### config.mk
export PLATFORM = sky130hd
export DESIGN_NAME = cppm_ctrl
export DESIGN_NICKNAME = d
export VERILOG_FILES = /design/src/rtl/cppm_pkg.sv /design/src/rtl/cppm_ctrl.sv
export SDC_FILE = /design/constraint.sdc
export NUM_CORES = 1
export LEC_CHECK = 0
export BUFFER_PORTS_ARGS = -buffer_cell sky130_fd_sc_hd__clkbuf_2
export CAP_MARGIN = 10
export CORE_AREA = 2 2 168 170
export DETAILED_ROUTE_END_ITERATION = 8
export DIE_AREA = 0 0 170 172
export GPL_TIMING_DRIVEN = 0
export PLACE_DENSITY = 0.47
export RECOVER_POWER = 25
export REMOVE_ABC_BUFFERS = 1
export SYNTH_ARGS = -nofsm -noshare
export SYNTH_HDL_FRONTEND = slang
export SYNTH_SLANG_ARGS = --single-unit
### constraint.sdc
create_clock -name clk_sys -period 1.7 [get_ports clk_sys]
set_input_delay 0.34 -clock clk_sys [delete_from_list [all_inputs] [get_ports clk_sys]]
set_output_delay 0.34 -clock clk_sys [all_outputs]
set_load 0.05 [all_outputs]
### src/rtl/cppm_pkg.sv
// Constants and carrier types for the cell protection power-mode controller.
`default_nettype none
package cppm_pkg;

  // ---------------------------------------------------------------------
  // Timebase
  // ---------------------------------------------------------------------
  localparam int unsigned CLK_HZ           = 40_000_000;
  localparam int unsigned CLK_PER_MS       = CLK_HZ / 1000;

  // ---------------------------------------------------------------------
  // Timing constants
  // ---------------------------------------------------------------------
  // Host data line low time before a disconnect sleep, in ms.
  localparam int unsigned DISC_SLEEP_MS    = 2000;
  localparam int unsigned DISC_SLEEP_CYC   = DISC_SLEEP_MS * CLK_PER_MS;
  // Protection delays in cycles; plain defaults for the adjustable part.
  localparam int unsigned OV_DLY_CYC       = 4000;
  localparam int unsigned UV_DLY_CYC       = 4000;
  localparam int unsigned OC_DLY_CYC       = 400;
  localparam int unsigned SC_DLY_CYC       = 8;
  localparam int unsigned CNT_W_DEF        = 27;

  // ---------------------------------------------------------------------
  // Reset values
  // ---------------------------------------------------------------------
  localparam logic        CTRL_N_RST       = 1'b1;
  localparam logic        FLAG_RST         = 1'b0;

  // ---------------------------------------------------------------------
  // Types
  // ---------------------------------------------------------------------
  typedef enum logic {
    CPPM_SLEEP  = 1'b0,
    CPPM_ACTIVE = 1'b1
  } cppm_state_t;

  // Comparator results, all active high, synchronous to clk_sys.
  typedef struct packed {
    logic cell_over_ov;        // Cell above overvoltage threshold.
    logic cell_below_uv;       // Cell below undervoltage_threshold.
    logic cell_below_ce;       // Cell below charge_enable_threshold.
    logic sense_over_oc;       // Filtered sense above overcurrent_threshold.
    logic sense_below_neg_oc;  // Filtered sense below negative threshold.
    logic sense_node_over_sc;  // sense_node above short_circuit_threshold.
    logic pack_above_cell;     // pack_terminal above cell_voltage_in.
    logic pack_above_supply;   // pack_terminal above supply.
    logic pack_below_tp;       // pack_terminal below supply - offset.
    logic pack_above_tp;       // pack_terminal above supply - offset.
    logic supply_above_2v2;    // Supply above 2.2 V.
    logic supply_below_3v;     // Supply below about 3 V.
  } cppm_cmp_t;

  typedef struct packed {
    logic overvoltage_flag;
    logic undervoltage_flag;
    logic charge_overcurrent_flag;
    logic discharge_overcurrent_flag;
  } cppm_flags_t;

endpackage : cppm_pkg
`default_nettype wire

### src/rtl/cppm_ctrl.sv
// Power-mode state machine and cell protection logic.
`default_nettype none

// Overview of operation
// - Measurement and monitoring run only in active; all stop in sleep.
// - Disconnect-sleep enabled and host line low over 2 s enters sleep.
// - Cell below undervoltage threshold for full delay enters sleep.
// - Pack-swap command with swap enable set enters sleep.
// - Disconnect-sleep enabled, swap disabled, host line high wakes device.
// - Power switch input low wakes the device from sleep.
// - Swap disabled and pack terminal above cell wakes device; with undervoltage flag set, supply must also be above 2.2 V.
// - Pack-swap command with swap enable set returns to active.
// - After power-up the device starts in sleep.
// - Protection conditions are evaluated only while active.
// - Overvoltage held past delay turns charge off and sets its flag.
// - Overvoltage releases when cell falls below charge-enable threshold.
// - Undervoltage past delay turns both off, sets flag, sleeps.
// - Undervoltage releases on pack above supply, supply above 2.2 V.
// - Recovery charge path enabled only while supply below about 3 V.
// - Charge overcurrent past delay turns both off, sets its flag.
// - Charge overcurrent pulls terminal down; releases below test offset.
// - Discharge overcurrent past delay turns discharge off, sets flag.
// - Discharge overcurrent pulls terminal up; releases above test offset.
// - Short circuit past delay turns discharge off, sets discharge flag.
// - Short circuit pulls terminal up; releases above test offset.
// - Gate controls are the OR of their blocking conditions and sleep.
module cppm_ctrl
  import cppm_pkg::*;
#(
  parameter int unsigned CNT_W    = CNT_W_DEF,
  parameter int unsigned DISC_CYC = DISC_SLEEP_CYC,
  parameter int unsigned OV_CYC   = OV_DLY_CYC,
  parameter int unsigned UV_CYC   = UV_DLY_CYC,
  parameter int unsigned OC_CYC   = OC_DLY_CYC,
  parameter int unsigned SC_CYC   = SC_DLY_CYC
) (
  input  wire logic        clk_sys,             // System clock, 40 MHz.
  input  wire logic        reset,               // Synchronous reset, high.
  input  wire cppm_cmp_t   cmp,                 // Comparator results.
  input  wire logic        host_data_line,      // Host data line level.
  input  wire logic        power_switch_n,      // Power switch, low = wake.
  input  wire logic        swap_cmd,            // Pack-swap command pulse.
  input  wire logic        disconnect_sleep_en, // Disconnect sleep enable.
  input  wire logic        swap_enable,         // Swap enable bit.
  input  wire logic        charge_enable_bit,   // Host charge enable.
  input  wire logic        discharge_enable_bit,// Host discharge enable.
  output logic             charge_ctrl_n,       // Charge gate, high = off.
  output logic             discharge_ctrl_n,    // Discharge gate, high = off.
  output cppm_flags_t      flags,               // Protection flags.
  output logic             active_mode,         // High while active.
  output logic             measure_en,          // Measurement enable.
  output logic             recovery_charge_en,  // Recovery charge path on.
  output logic             test_pull_down_en,   // Terminal pull-down on.
  output logic             test_pull_up_en      // Terminal pull-up on.
);

  // ---------------------------------------------------------------------
  // Parameter checks
  // ---------------------------------------------------------------------
  if (CNT_W < 2 || CNT_W > 31)
    $error("CNT_W out of range");
  if (DISC_CYC < 1 || DISC_CYC >= (1 << CNT_W) ||
      OV_CYC < 1 || OV_CYC >= (1 << CNT_W) ||
      UV_CYC < 1 || UV_CYC >= (1 << CNT_W) ||
      OC_CYC < 1 || OC_CYC >= (1 << CNT_W) ||
      SC_CYC < 1 || SC_CYC >= (1 << CNT_W))
    $error("Delay count does not fit CNT_W");

  localparam logic [CNT_W-1:0] DISC_LIM = CNT_W'(DISC_CYC);
  localparam logic [CNT_W-1:0] OV_LIM   = CNT_W'(OV_CYC);
  localparam logic [CNT_W-1:0] UV_LIM   = CNT_W'(UV_CYC);
  localparam logic [CNT_W-1:0] OC_LIM   = CNT_W'(OC_CYC);
  localparam logic [CNT_W-1:0] SC_LIM   = CNT_W'(SC_CYC);

  // Next value of a delay counter; it saturates at its limit.
  function automatic logic [CNT_W-1:0] dly_next(
    input logic             run,
    input logic [CNT_W-1:0] cnt,
    input logic [CNT_W-1:0] lim
  );
    if (!run)
      return '0;
    else if (cnt == lim)
      return cnt;
    else
      return cnt + CNT_W'(1);
  endfunction

  // ---------------------------------------------------------------------
  // State and storage
  // ---------------------------------------------------------------------
  cppm_state_t      state_r;
  cppm_state_t      state_nxt;
  logic [CNT_W-1:0] disc_cnt_r;
  logic [CNT_W-1:0] ov_cnt_r;
  logic [CNT_W-1:0] uv_cnt_r;
  logic [CNT_W-1:0] coc_cnt_r;
  logic [CNT_W-1:0] doc_cnt_r;
  logic [CNT_W-1:0] sc_cnt_r;
  logic             ov_r;
  logic             uv_r;
  logic             coc_r;
  logic             doc_r;
  logic             ov_nxt;
  logic             uv_nxt;
  logic             coc_nxt;
  logic             doc_nxt;
  logic             act;
  logic             disc_run;
  logic             disc_trip;
  logic             ov_trip;
  logic             uv_trip;
  logic             coc_trip;
  logic             doc_trip;
  logic             sc_trip;
  logic             go_sleep;
  logic             wake;

  assign act = (state_r == CPPM_ACTIVE);

  // ---------------------------------------------------------------------
  // Delay counters
  // ---------------------------------------------------------------------
  assign disc_run = act && disconnect_sleep_en && !host_data_line;

  always_ff @(posedge clk_sys) begin
    if (reset) begin
      disc_cnt_r <= '0;
      ov_cnt_r   <= '0;
      uv_cnt_r   <= '0;
      coc_cnt_r  <= '0;
      doc_cnt_r  <= '0;
      sc_cnt_r   <= '0;
    end else begin
      disc_cnt_r <= dly_next(disc_run, disc_cnt_r, DISC_LIM);
      ov_cnt_r   <= dly_next(act && cmp.cell_over_ov, ov_cnt_r, OV_LIM);
      uv_cnt_r   <= dly_next(act && cmp.cell_below_uv, uv_cnt_r, UV_LIM);
      coc_cnt_r  <= dly_next(act && cmp.sense_over_oc, coc_cnt_r, OC_LIM);
      doc_cnt_r  <= dly_next(act && cmp.sense_below_neg_oc, doc_cnt_r,
                             OC_LIM);
      sc_cnt_r   <= dly_next(act && cmp.sense_node_over_sc, sc_cnt_r,
                             SC_LIM);
    end
  end

  // A trip needs the condition on the cycle after the full count.
  // disconnect timer trip
  assign disc_trip = disc_run && (disc_cnt_r == DISC_LIM);
  assign ov_trip   = act && cmp.cell_over_ov && (ov_cnt_r == OV_LIM);
  assign uv_trip   = act && cmp.cell_below_uv && (uv_cnt_r == UV_LIM);
  assign coc_trip  = act && cmp.sense_over_oc && (coc_cnt_r == OC_LIM);
  assign doc_trip  = act && cmp.sense_below_neg_oc &&
                     (doc_cnt_r == OC_LIM);
  assign sc_trip   = act && cmp.sense_node_over_sc && (sc_cnt_r == SC_LIM);

  // ---------------------------------------------------------------------
  // Protection flags
  // ---------------------------------------------------------------------
  // A trip in the same cycle as its release keeps the flag set.
  always_comb begin
    ov_nxt  = ov_r;
    uv_nxt  = uv_r;
    coc_nxt = coc_r;
    doc_nxt = doc_r;
    if (cmp.cell_below_ce)
      ov_nxt = 1'b0;
    if (cmp.pack_above_supply && cmp.supply_above_2v2)
      uv_nxt = 1'b0;
    if (cmp.pack_below_tp)
      coc_nxt = 1'b0;
    if (cmp.pack_above_tp)
      doc_nxt = 1'b0;
    if (ov_trip)
      ov_nxt = 1'b1;
    if (uv_trip)
      uv_nxt = 1'b1;
    if (coc_trip)
      coc_nxt = 1'b1;
    if (doc_trip || sc_trip)
      doc_nxt = 1'b1;
  end

  always_ff @(posedge clk_sys) begin
    if (reset) begin
      ov_r  <= FLAG_RST;
      uv_r  <= FLAG_RST;
      coc_r <= FLAG_RST;
      doc_r <= FLAG_RST;
    end else begin
      ov_r  <= ov_nxt;
      uv_r  <= uv_nxt;
      coc_r <= coc_nxt;
      doc_r <= doc_nxt;
    end
  end

  // ---------------------------------------------------------------------
  // Power mode
  // ---------------------------------------------------------------------
  // sleep entry: disconnect, undervoltage or swap
  assign go_sleep = disc_trip || uv_trip || (swap_cmd && swap_enable);

  // A charger wake with the undervoltage flag set waits for supply above 2.2 V.
  // wake: host connect, power switch, charger or swap
  assign wake = (disconnect_sleep_en && !swap_enable && host_data_line) ||
                !power_switch_n ||
                (!swap_enable && cmp.pack_above_cell &&
                 (!uv_r || cmp.supply_above_2v2)) ||
                (swap_cmd && swap_enable);

  always_comb begin
    state_nxt = state_r;
    unique case (state_r)
      CPPM_ACTIVE: begin
        if (go_sleep)
          state_nxt = CPPM_SLEEP;
      end
      CPPM_SLEEP: begin
        if (wake)
          state_nxt = CPPM_ACTIVE;
      end
    endcase
  end

  always_ff @(posedge clk_sys) begin
    if (reset)
      state_r <= CPPM_SLEEP;
    else
      state_r <= state_nxt;
  end

  // ---------------------------------------------------------------------
  // Outputs
  // ---------------------------------------------------------------------
  // gate control OR
  always_ff @(posedge clk_sys) begin
    if (reset) begin
      charge_ctrl_n    <= CTRL_N_RST;
      discharge_ctrl_n <= CTRL_N_RST;
    end else begin
      charge_ctrl_n    <= (state_nxt == CPPM_SLEEP) || ov_nxt || uv_nxt ||
                          coc_nxt || !charge_enable_bit;
      discharge_ctrl_n <= (state_nxt == CPPM_SLEEP) || uv_nxt ||
                          coc_nxt || doc_nxt || !discharge_enable_bit;
    end
  end

  always_ff @(posedge clk_sys) begin
    if (reset) begin
      active_mode        <= 1'b0;
      measure_en         <= 1'b0;
      recovery_charge_en <= 1'b0;
      test_pull_down_en  <= 1'b0;
      test_pull_up_en    <= 1'b0;
    end else begin
      active_mode        <= (state_nxt == CPPM_ACTIVE);
      measure_en         <= (state_nxt == CPPM_ACTIVE);
      recovery_charge_en <= uv_nxt && cmp.supply_below_3v;
      test_pull_down_en  <= coc_nxt;
      test_pull_up_en    <= doc_nxt;
    end
  end

  assign flags = '{overvoltage_flag:           ov_r,
                   undervoltage_flag:          uv_r,
                   charge_overcurrent_flag:    coc_r,
                   discharge_overcurrent_flag: doc_r};

  // ---------------------------------------------------------------------
  // Assertions
  // ---------------------------------------------------------------------
  property p_pwr_up_sleep;
    @(posedge clk_sys) $fell(reset) |-> !active_mode && charge_ctrl_n &&
      discharge_ctrl_n;
  endproperty
  a_pwr_up_sleep: assert property (p_pwr_up_sleep)
    else $error("Not in sleep after reset");

  property p_sleep_gates;
    @(posedge clk_sys) disable iff (reset)
      !active_mode |-> charge_ctrl_n && discharge_ctrl_n && !measure_en;
  endproperty
  a_sleep_gates: assert property (p_sleep_gates)
    else $error("Gate on or measuring in sleep");

  property p_disc_sleep;
    @(posedge clk_sys) disable iff (reset)
      act && disconnect_sleep_en && !host_data_line &&
      disc_cnt_r == DISC_LIM |=> !active_mode;
  endproperty
  a_disc_sleep: assert property (p_disc_sleep)
    else $error("Disconnect timeout did not sleep");

  property p_ps_wake;
    @(posedge clk_sys) disable iff (reset)
      !act && !power_switch_n |=> active_mode ##0 !discharge_ctrl_n ||
      !discharge_enable_bit || uv_r || coc_r || doc_r;
  endproperty
  a_ps_wake: assert property (p_ps_wake)
    else $error("Power switch did not wake");

  property p_ov_trip;
    @(posedge clk_sys) disable iff (reset)
      $rose(ov_r) |-> $past(cmp.cell_over_ov) && charge_ctrl_n;
  endproperty
  a_ov_trip: assert property (p_ov_trip)
    else $error("Overvoltage flag without cause");

  property p_ov_release;
    @(posedge clk_sys) disable iff (reset)
      $fell(ov_r) |-> $past(cmp.cell_below_ce);
  endproperty
  a_ov_release: assert property (p_ov_release)
    else $error("Overvoltage released early");

  property p_uv_sleep;
    @(posedge clk_sys) disable iff (reset)
      $rose(uv_r) |-> !act && charge_ctrl_n && discharge_ctrl_n;
  endproperty
  a_uv_sleep: assert property (p_uv_sleep)
    else $error("Undervoltage did not sleep");

  property p_recovery;
    @(posedge clk_sys) disable iff (reset)
      recovery_charge_en |-> $past(uv_nxt) && $past(cmp.supply_below_3v);
  endproperty
  a_recovery: assert property (p_recovery)
    else $error("Recovery path outside window");

  property p_coc_hold;
    @(posedge clk_sys) disable iff (reset)
      coc_r |=> test_pull_down_en || $past(cmp.pack_below_tp);
  endproperty
  a_coc_hold: assert property (p_coc_hold)
    else $error("Pull-down missing during charge overcurrent");

  property p_doc_gate;
    @(posedge clk_sys) disable iff (reset)
      doc_r |-> discharge_ctrl_n && test_pull_up_en;
  endproperty
  a_doc_gate: assert property (p_doc_gate)
    else $error("Discharge on during discharge fault");

endmodule : cppm_ctrl
`default_nettype wire

# Word-level counts from Yosys, hierarchy flattened
# Index checks and enable logic that the tools add are counted.
# word_totals
ff_bits	170
inputBits	21
output_inout_bits	11
elab_cells	92
# classes
addsub	6
eq_ne	6
n_mux	11
bitwise_logic	8
reduce_logical	47
# op_table
op	n
27-bit by 1-bit adder with 27-bit output, second input constant	6
27-bit by 12-bit == test with 1-bit output, second input constant	2
27-bit by 9-bit == test with 1-bit output, second input constant	2
27-bit == test, second input constant	1
27-bit by 4-bit == test with 1-bit output, second input constant	1
1-bit logical AND	20
1-bit logical OR	15
2-bit OR reduction	6
1-bit two-way mux	10
1-bit inverter	8
1-bit logical NOT	6
1-bit case mux with 2 select lines	1

# Logic depth before layout (Yosys ltp)
# logic_depth
depth_word	13
depth_mapped	7
ltp_nobuf	7

# Least setup slack after synthesis
# OpenSTA, ideal clock, no wires.
# synth_timing
path_type	register to register
startpoint	register, netlist name measure_en
endpoint	register doc_cnt_r[22]
setup_ns	0.069
arrival_time_ns	1.840
required_ns	1.631
setup_slack_ns	-0.208
stages_incl_launch_ff	7
n_path_buf	1
synth_period_minus_slack_ns	1.908
cell_sequence	dfxtp_1 buf_2 inv_1 nor2_1 nand2_1 or4_1 o21ai_1
# synth_rtl
item	line_no	text
end signal, assigned	cppm_ctrl.sv:139	doc_cnt_r <= dly_next(act && cmp.sense_below_neg_oc, doc_cnt_r,
end, declared	cppm_ctrl.sv:98	logic [CNT_W-1:0] doc_cnt_r;

# Worst setup path after layout
# layout_timing
startpoint	register uv_cnt_r[0]
endpoint	register uv_cnt_r[16]
# layout_between
elab_chain_cells	1
elab_cells_between_ends	2
classes_between	1 x add/sub; 1 x eq/ne
# layout_lines
item	line_no	text
start, declared	cppm_ctrl.sv:96	logic [CNT_W-1:0] uv_cnt_r;
start signal, assigned	cppm_ctrl.sv:137	uv_cnt_r <= dly_next(act && cmp.cell_below_uv, uv_cnt_r, UV_LIM);
27-bit by 1-bit adder with 27-bit output or 27-bit by 12-bit == test with 1-bit output (tied branches)	cppm_ctrl.sv:86, cppm_ctrl.sv:83	
# Several ways; a longest one is shown, not always the timed one.
# A chain may end at the register's enable or synchronous reset.

==> flow_metrics.tcl <==
set metrics [dict create \
    finalSetupTns_ps -95.1 \
    io_pins 32 \
    track_usage_pct 12.4 \
    rsz0062_at_grt "yes" \
    failed_checks "negative setup slack" \
    place_hpwl_mm 11.5 \
    status "complete, but fails checks" \
    nFillCells 2837 \
    rows 61 \
    reg2reg_depth 7 \
    via_per_inst 4.81 \
    cts_buffer_depth 2 \
    critPathLaunch "uv_cnt_r[0]" \
    hold_class "in2reg" \
    ys_seq_area_share_pct 42.0 \
    fmax_mhz 569 \
    final_util_pct 37.4 \
    cap_violations 0 \
    grt_max_degree 28 \
    overflow 0 \
    synth_edf_count 0 \
    layout.nets 1033 \
    layout_setup_ws_ps -58.5 \
    avgSynthCellArea_um2 8.69 \
    clk_pin_slew_ps 70 \
    max-vdd-ir-drop_uv 619 \
    clkSinkCount 170 \
    grt_pass1_wl_mm 29.6 \
    yosysUniqueCellTypes 58 \
    postRouteWirelength_mm 18.2 \
    slew_viol_final 0 \
    post-route-drc-count 0 \
    drive_above_1_share_pct 28.2 \
    netlist_area_um2 8100 \
    synth-seq-cells 170 \
    die_y_um 172 \
    slew-limit-headroom_pct 55.5 \
    hp-start "cmp[0]" \
    crit_type "reg2reg" \
    ant_nets 0 \
    grt_pass1_vias 6024 \
    routedWlPerCell_um 13.4 \
    dr.first_iter.drc_count 361 \
    die_area_um2 29200 \
    async_flop_share_pct 0 \
    finalWeightedCongestion 0.733 \
    p_leak_nw 3.42 \
    arrival_ps 2110 \
    total_power_mw 8.17 \
    root_buffer "clkbuf_16" \
    crit_fanout 3 \
    finClkSkew_ps 12.8 \
    hold_path_depth 2 \
    start_util_pct 29.5 \
    num_antenna_cells 0 \
    rr_startpoint "uv_cnt_r[0]" \
    cts_tree "yes" \
    core_area_um2 27500 \
    antenna_found_initial 0 \
    vias 6539 \
    setup_viol 4 \
    endpoint_kind "flip-flop" \
    cts_buffers 17 \
    holdBufCountCts 0 \
    die_w_um 170 \
    insertion_delay_ps 430 \
    place_ws_ps -918 \
    syn2layout_area_growth_pct 27.0 \
    ys.flop_type "dfxtp_1" \
    yosysWarnings 0 \
    htreeDepth 4 \
    tightest_slew_ps 665 \
    post-route-min-period_ps 1760 \
    powerDensity_nw_per_um2 794 \
    start_kind "flip-flop" \
    fin_crit_sh_pct 103 \
    io_buffers 31 \
    syn_inst 932 \
    hold_viol 0 \
    dr.pass1.iters 5 \
    finalHoldWorstSlack_ps 132 \
    required_ps 2050 \
]
[routing by layer]
| metal | up-vias | track usage [%] | share of wire, % |
|---|---|---|---|
| met3 | 10 | 2.47 | 2.0 |
| met2 | 60 | 19.5 | 46 |
| met4 | 0 | 3.94 | 0.95 |
| li1 | 3367 | - | - |
| met5 | - | 0 | 0 |
| met1 | 3102 | 17.1 | 51 |
[through the flow]
stage	instance area, µm²	std cells
after floorplan	7910	896
after global placement	8500	1273
after detailed placement	8500	1273
after CTS	9530	1327
after global routing	10300	1359
final	10300	1359
[final cells by class]
class / count / area, µm² / area share (%)
clock inverter: 14 / 135 / 1.31
sequential: 170 / 3480 / 33.8
inverter: 32 / 123 / 1.19
tap: 346 / 433 / 4.21
timing repair buffer: 84 / 612 / 5.95
clock buffer: 18 / 439 / 4.27
multi-input combinational: 695 / 5070 / 49.3
[placed cells by master (no fill, tap or decap), types with 6 or more instances in the layout]
cell type	instances
a21oi_1	22
and2_1	6
and3_1	13
and4_1	10
buf_4	43
buf_6	7
clkbuf_16	17
clkbuf_2	31
dfxtp_1	129
dfxtp_2	32
dfxtp_4	9
inv_1	26
inv_6	7
mux2i_1	6
nand2_1	48
nand2b_1	6
nand3_1	49
nand4_1	46
nor2_1	150
nor3_1	19
nor3_2	13
nor3_4	8
nor4_1	8
nor4_2	15
nor4_4	10
o21ai_0	20
or3_1	19
xnor2_1	62
xor2_1	67
[cells by family after synthesis]
group           Yosys count  share of synthesized area (%)
compound gates           58                           4.05
xor+xnor                129                           13.9
fa+ha+maj                12                           1.85
buf+inv                  68                           3.83
flops                   170                           42.0
mux                       6                          0.741
simple gates            489                           33.6
[synthesized netlist by cell type, types with 7 or more instances]
cell        n  area, µm²
and2_1      7       43.8
a21oi_1    27        135
xnor2_1    62        543
nand2_1    50        188
nand3_1    55        275
clkbuf_1   20       75.1
nor3_2     10        100
and3_1     17        106
ha_1       12        150
xor2_1     67        587
nor3_1     28        140
dfxtp_1   170       3400
o21ai_0    20        100
and4_1     15        131
inv_1      32        120
nor4_1     28        175
or3_1      19        119
nor2_1    156        586
nand4_1    46        288
[sequential cells by signal, summed over array words and instances (netlist names)]
name / flops
coc_cnt_r: 27
disc_cnt_r: 27
doc_cnt_r: 27
ov_cnt_r: 27
sc_cnt_r: 27
uv_cnt_r: 27
charge_ctrl_n: 1
discharge_ctrl_n: 1
measure_en: 1
ov_r: 1
recovery_charge_en: 1
test_pull_down_en: 1
test_pull_up_en: 1
uv_r: 1
[timing repair]
action | 4_1_cts | 5_1_grt
setup buffers | 22 | 32
pin swaps | 25 | 47
cloned | 0 | 1
setup endpoints to repair | 140 | 103
gates resized for setup | 60 | 133
[worst max-delay path: stages (launching register included)]
cell and delay [ps]:
dfxtp_4 370, buf_6 100, ha_4 130, nand3_4 100
nor3_4 160, nand4_2 150, or4_4 540, a21oi_2 140
[worst paths after layout]
check | endpoint | slack (ps)
setup reg to reg | uv_cnt_r[16] | -60
hold / removal | recovery_charge_en | 130
hold reg to reg | ov_cnt_r[9] | 500
setup / recovery | uv_cnt_r[16] | -60
[where the power goes]
| group | internal (mW) | total [mW] | switching, mW |
|---|---|---|---|
| clock | 2.09 | 3.81 | 1.73 |
| sequential | 3.99 | 4.01 | 0.0188 |
| combinational | 0.119 | 0.347 | 0.228 |
Note: power is estimated with default switching activity, not from simulation.
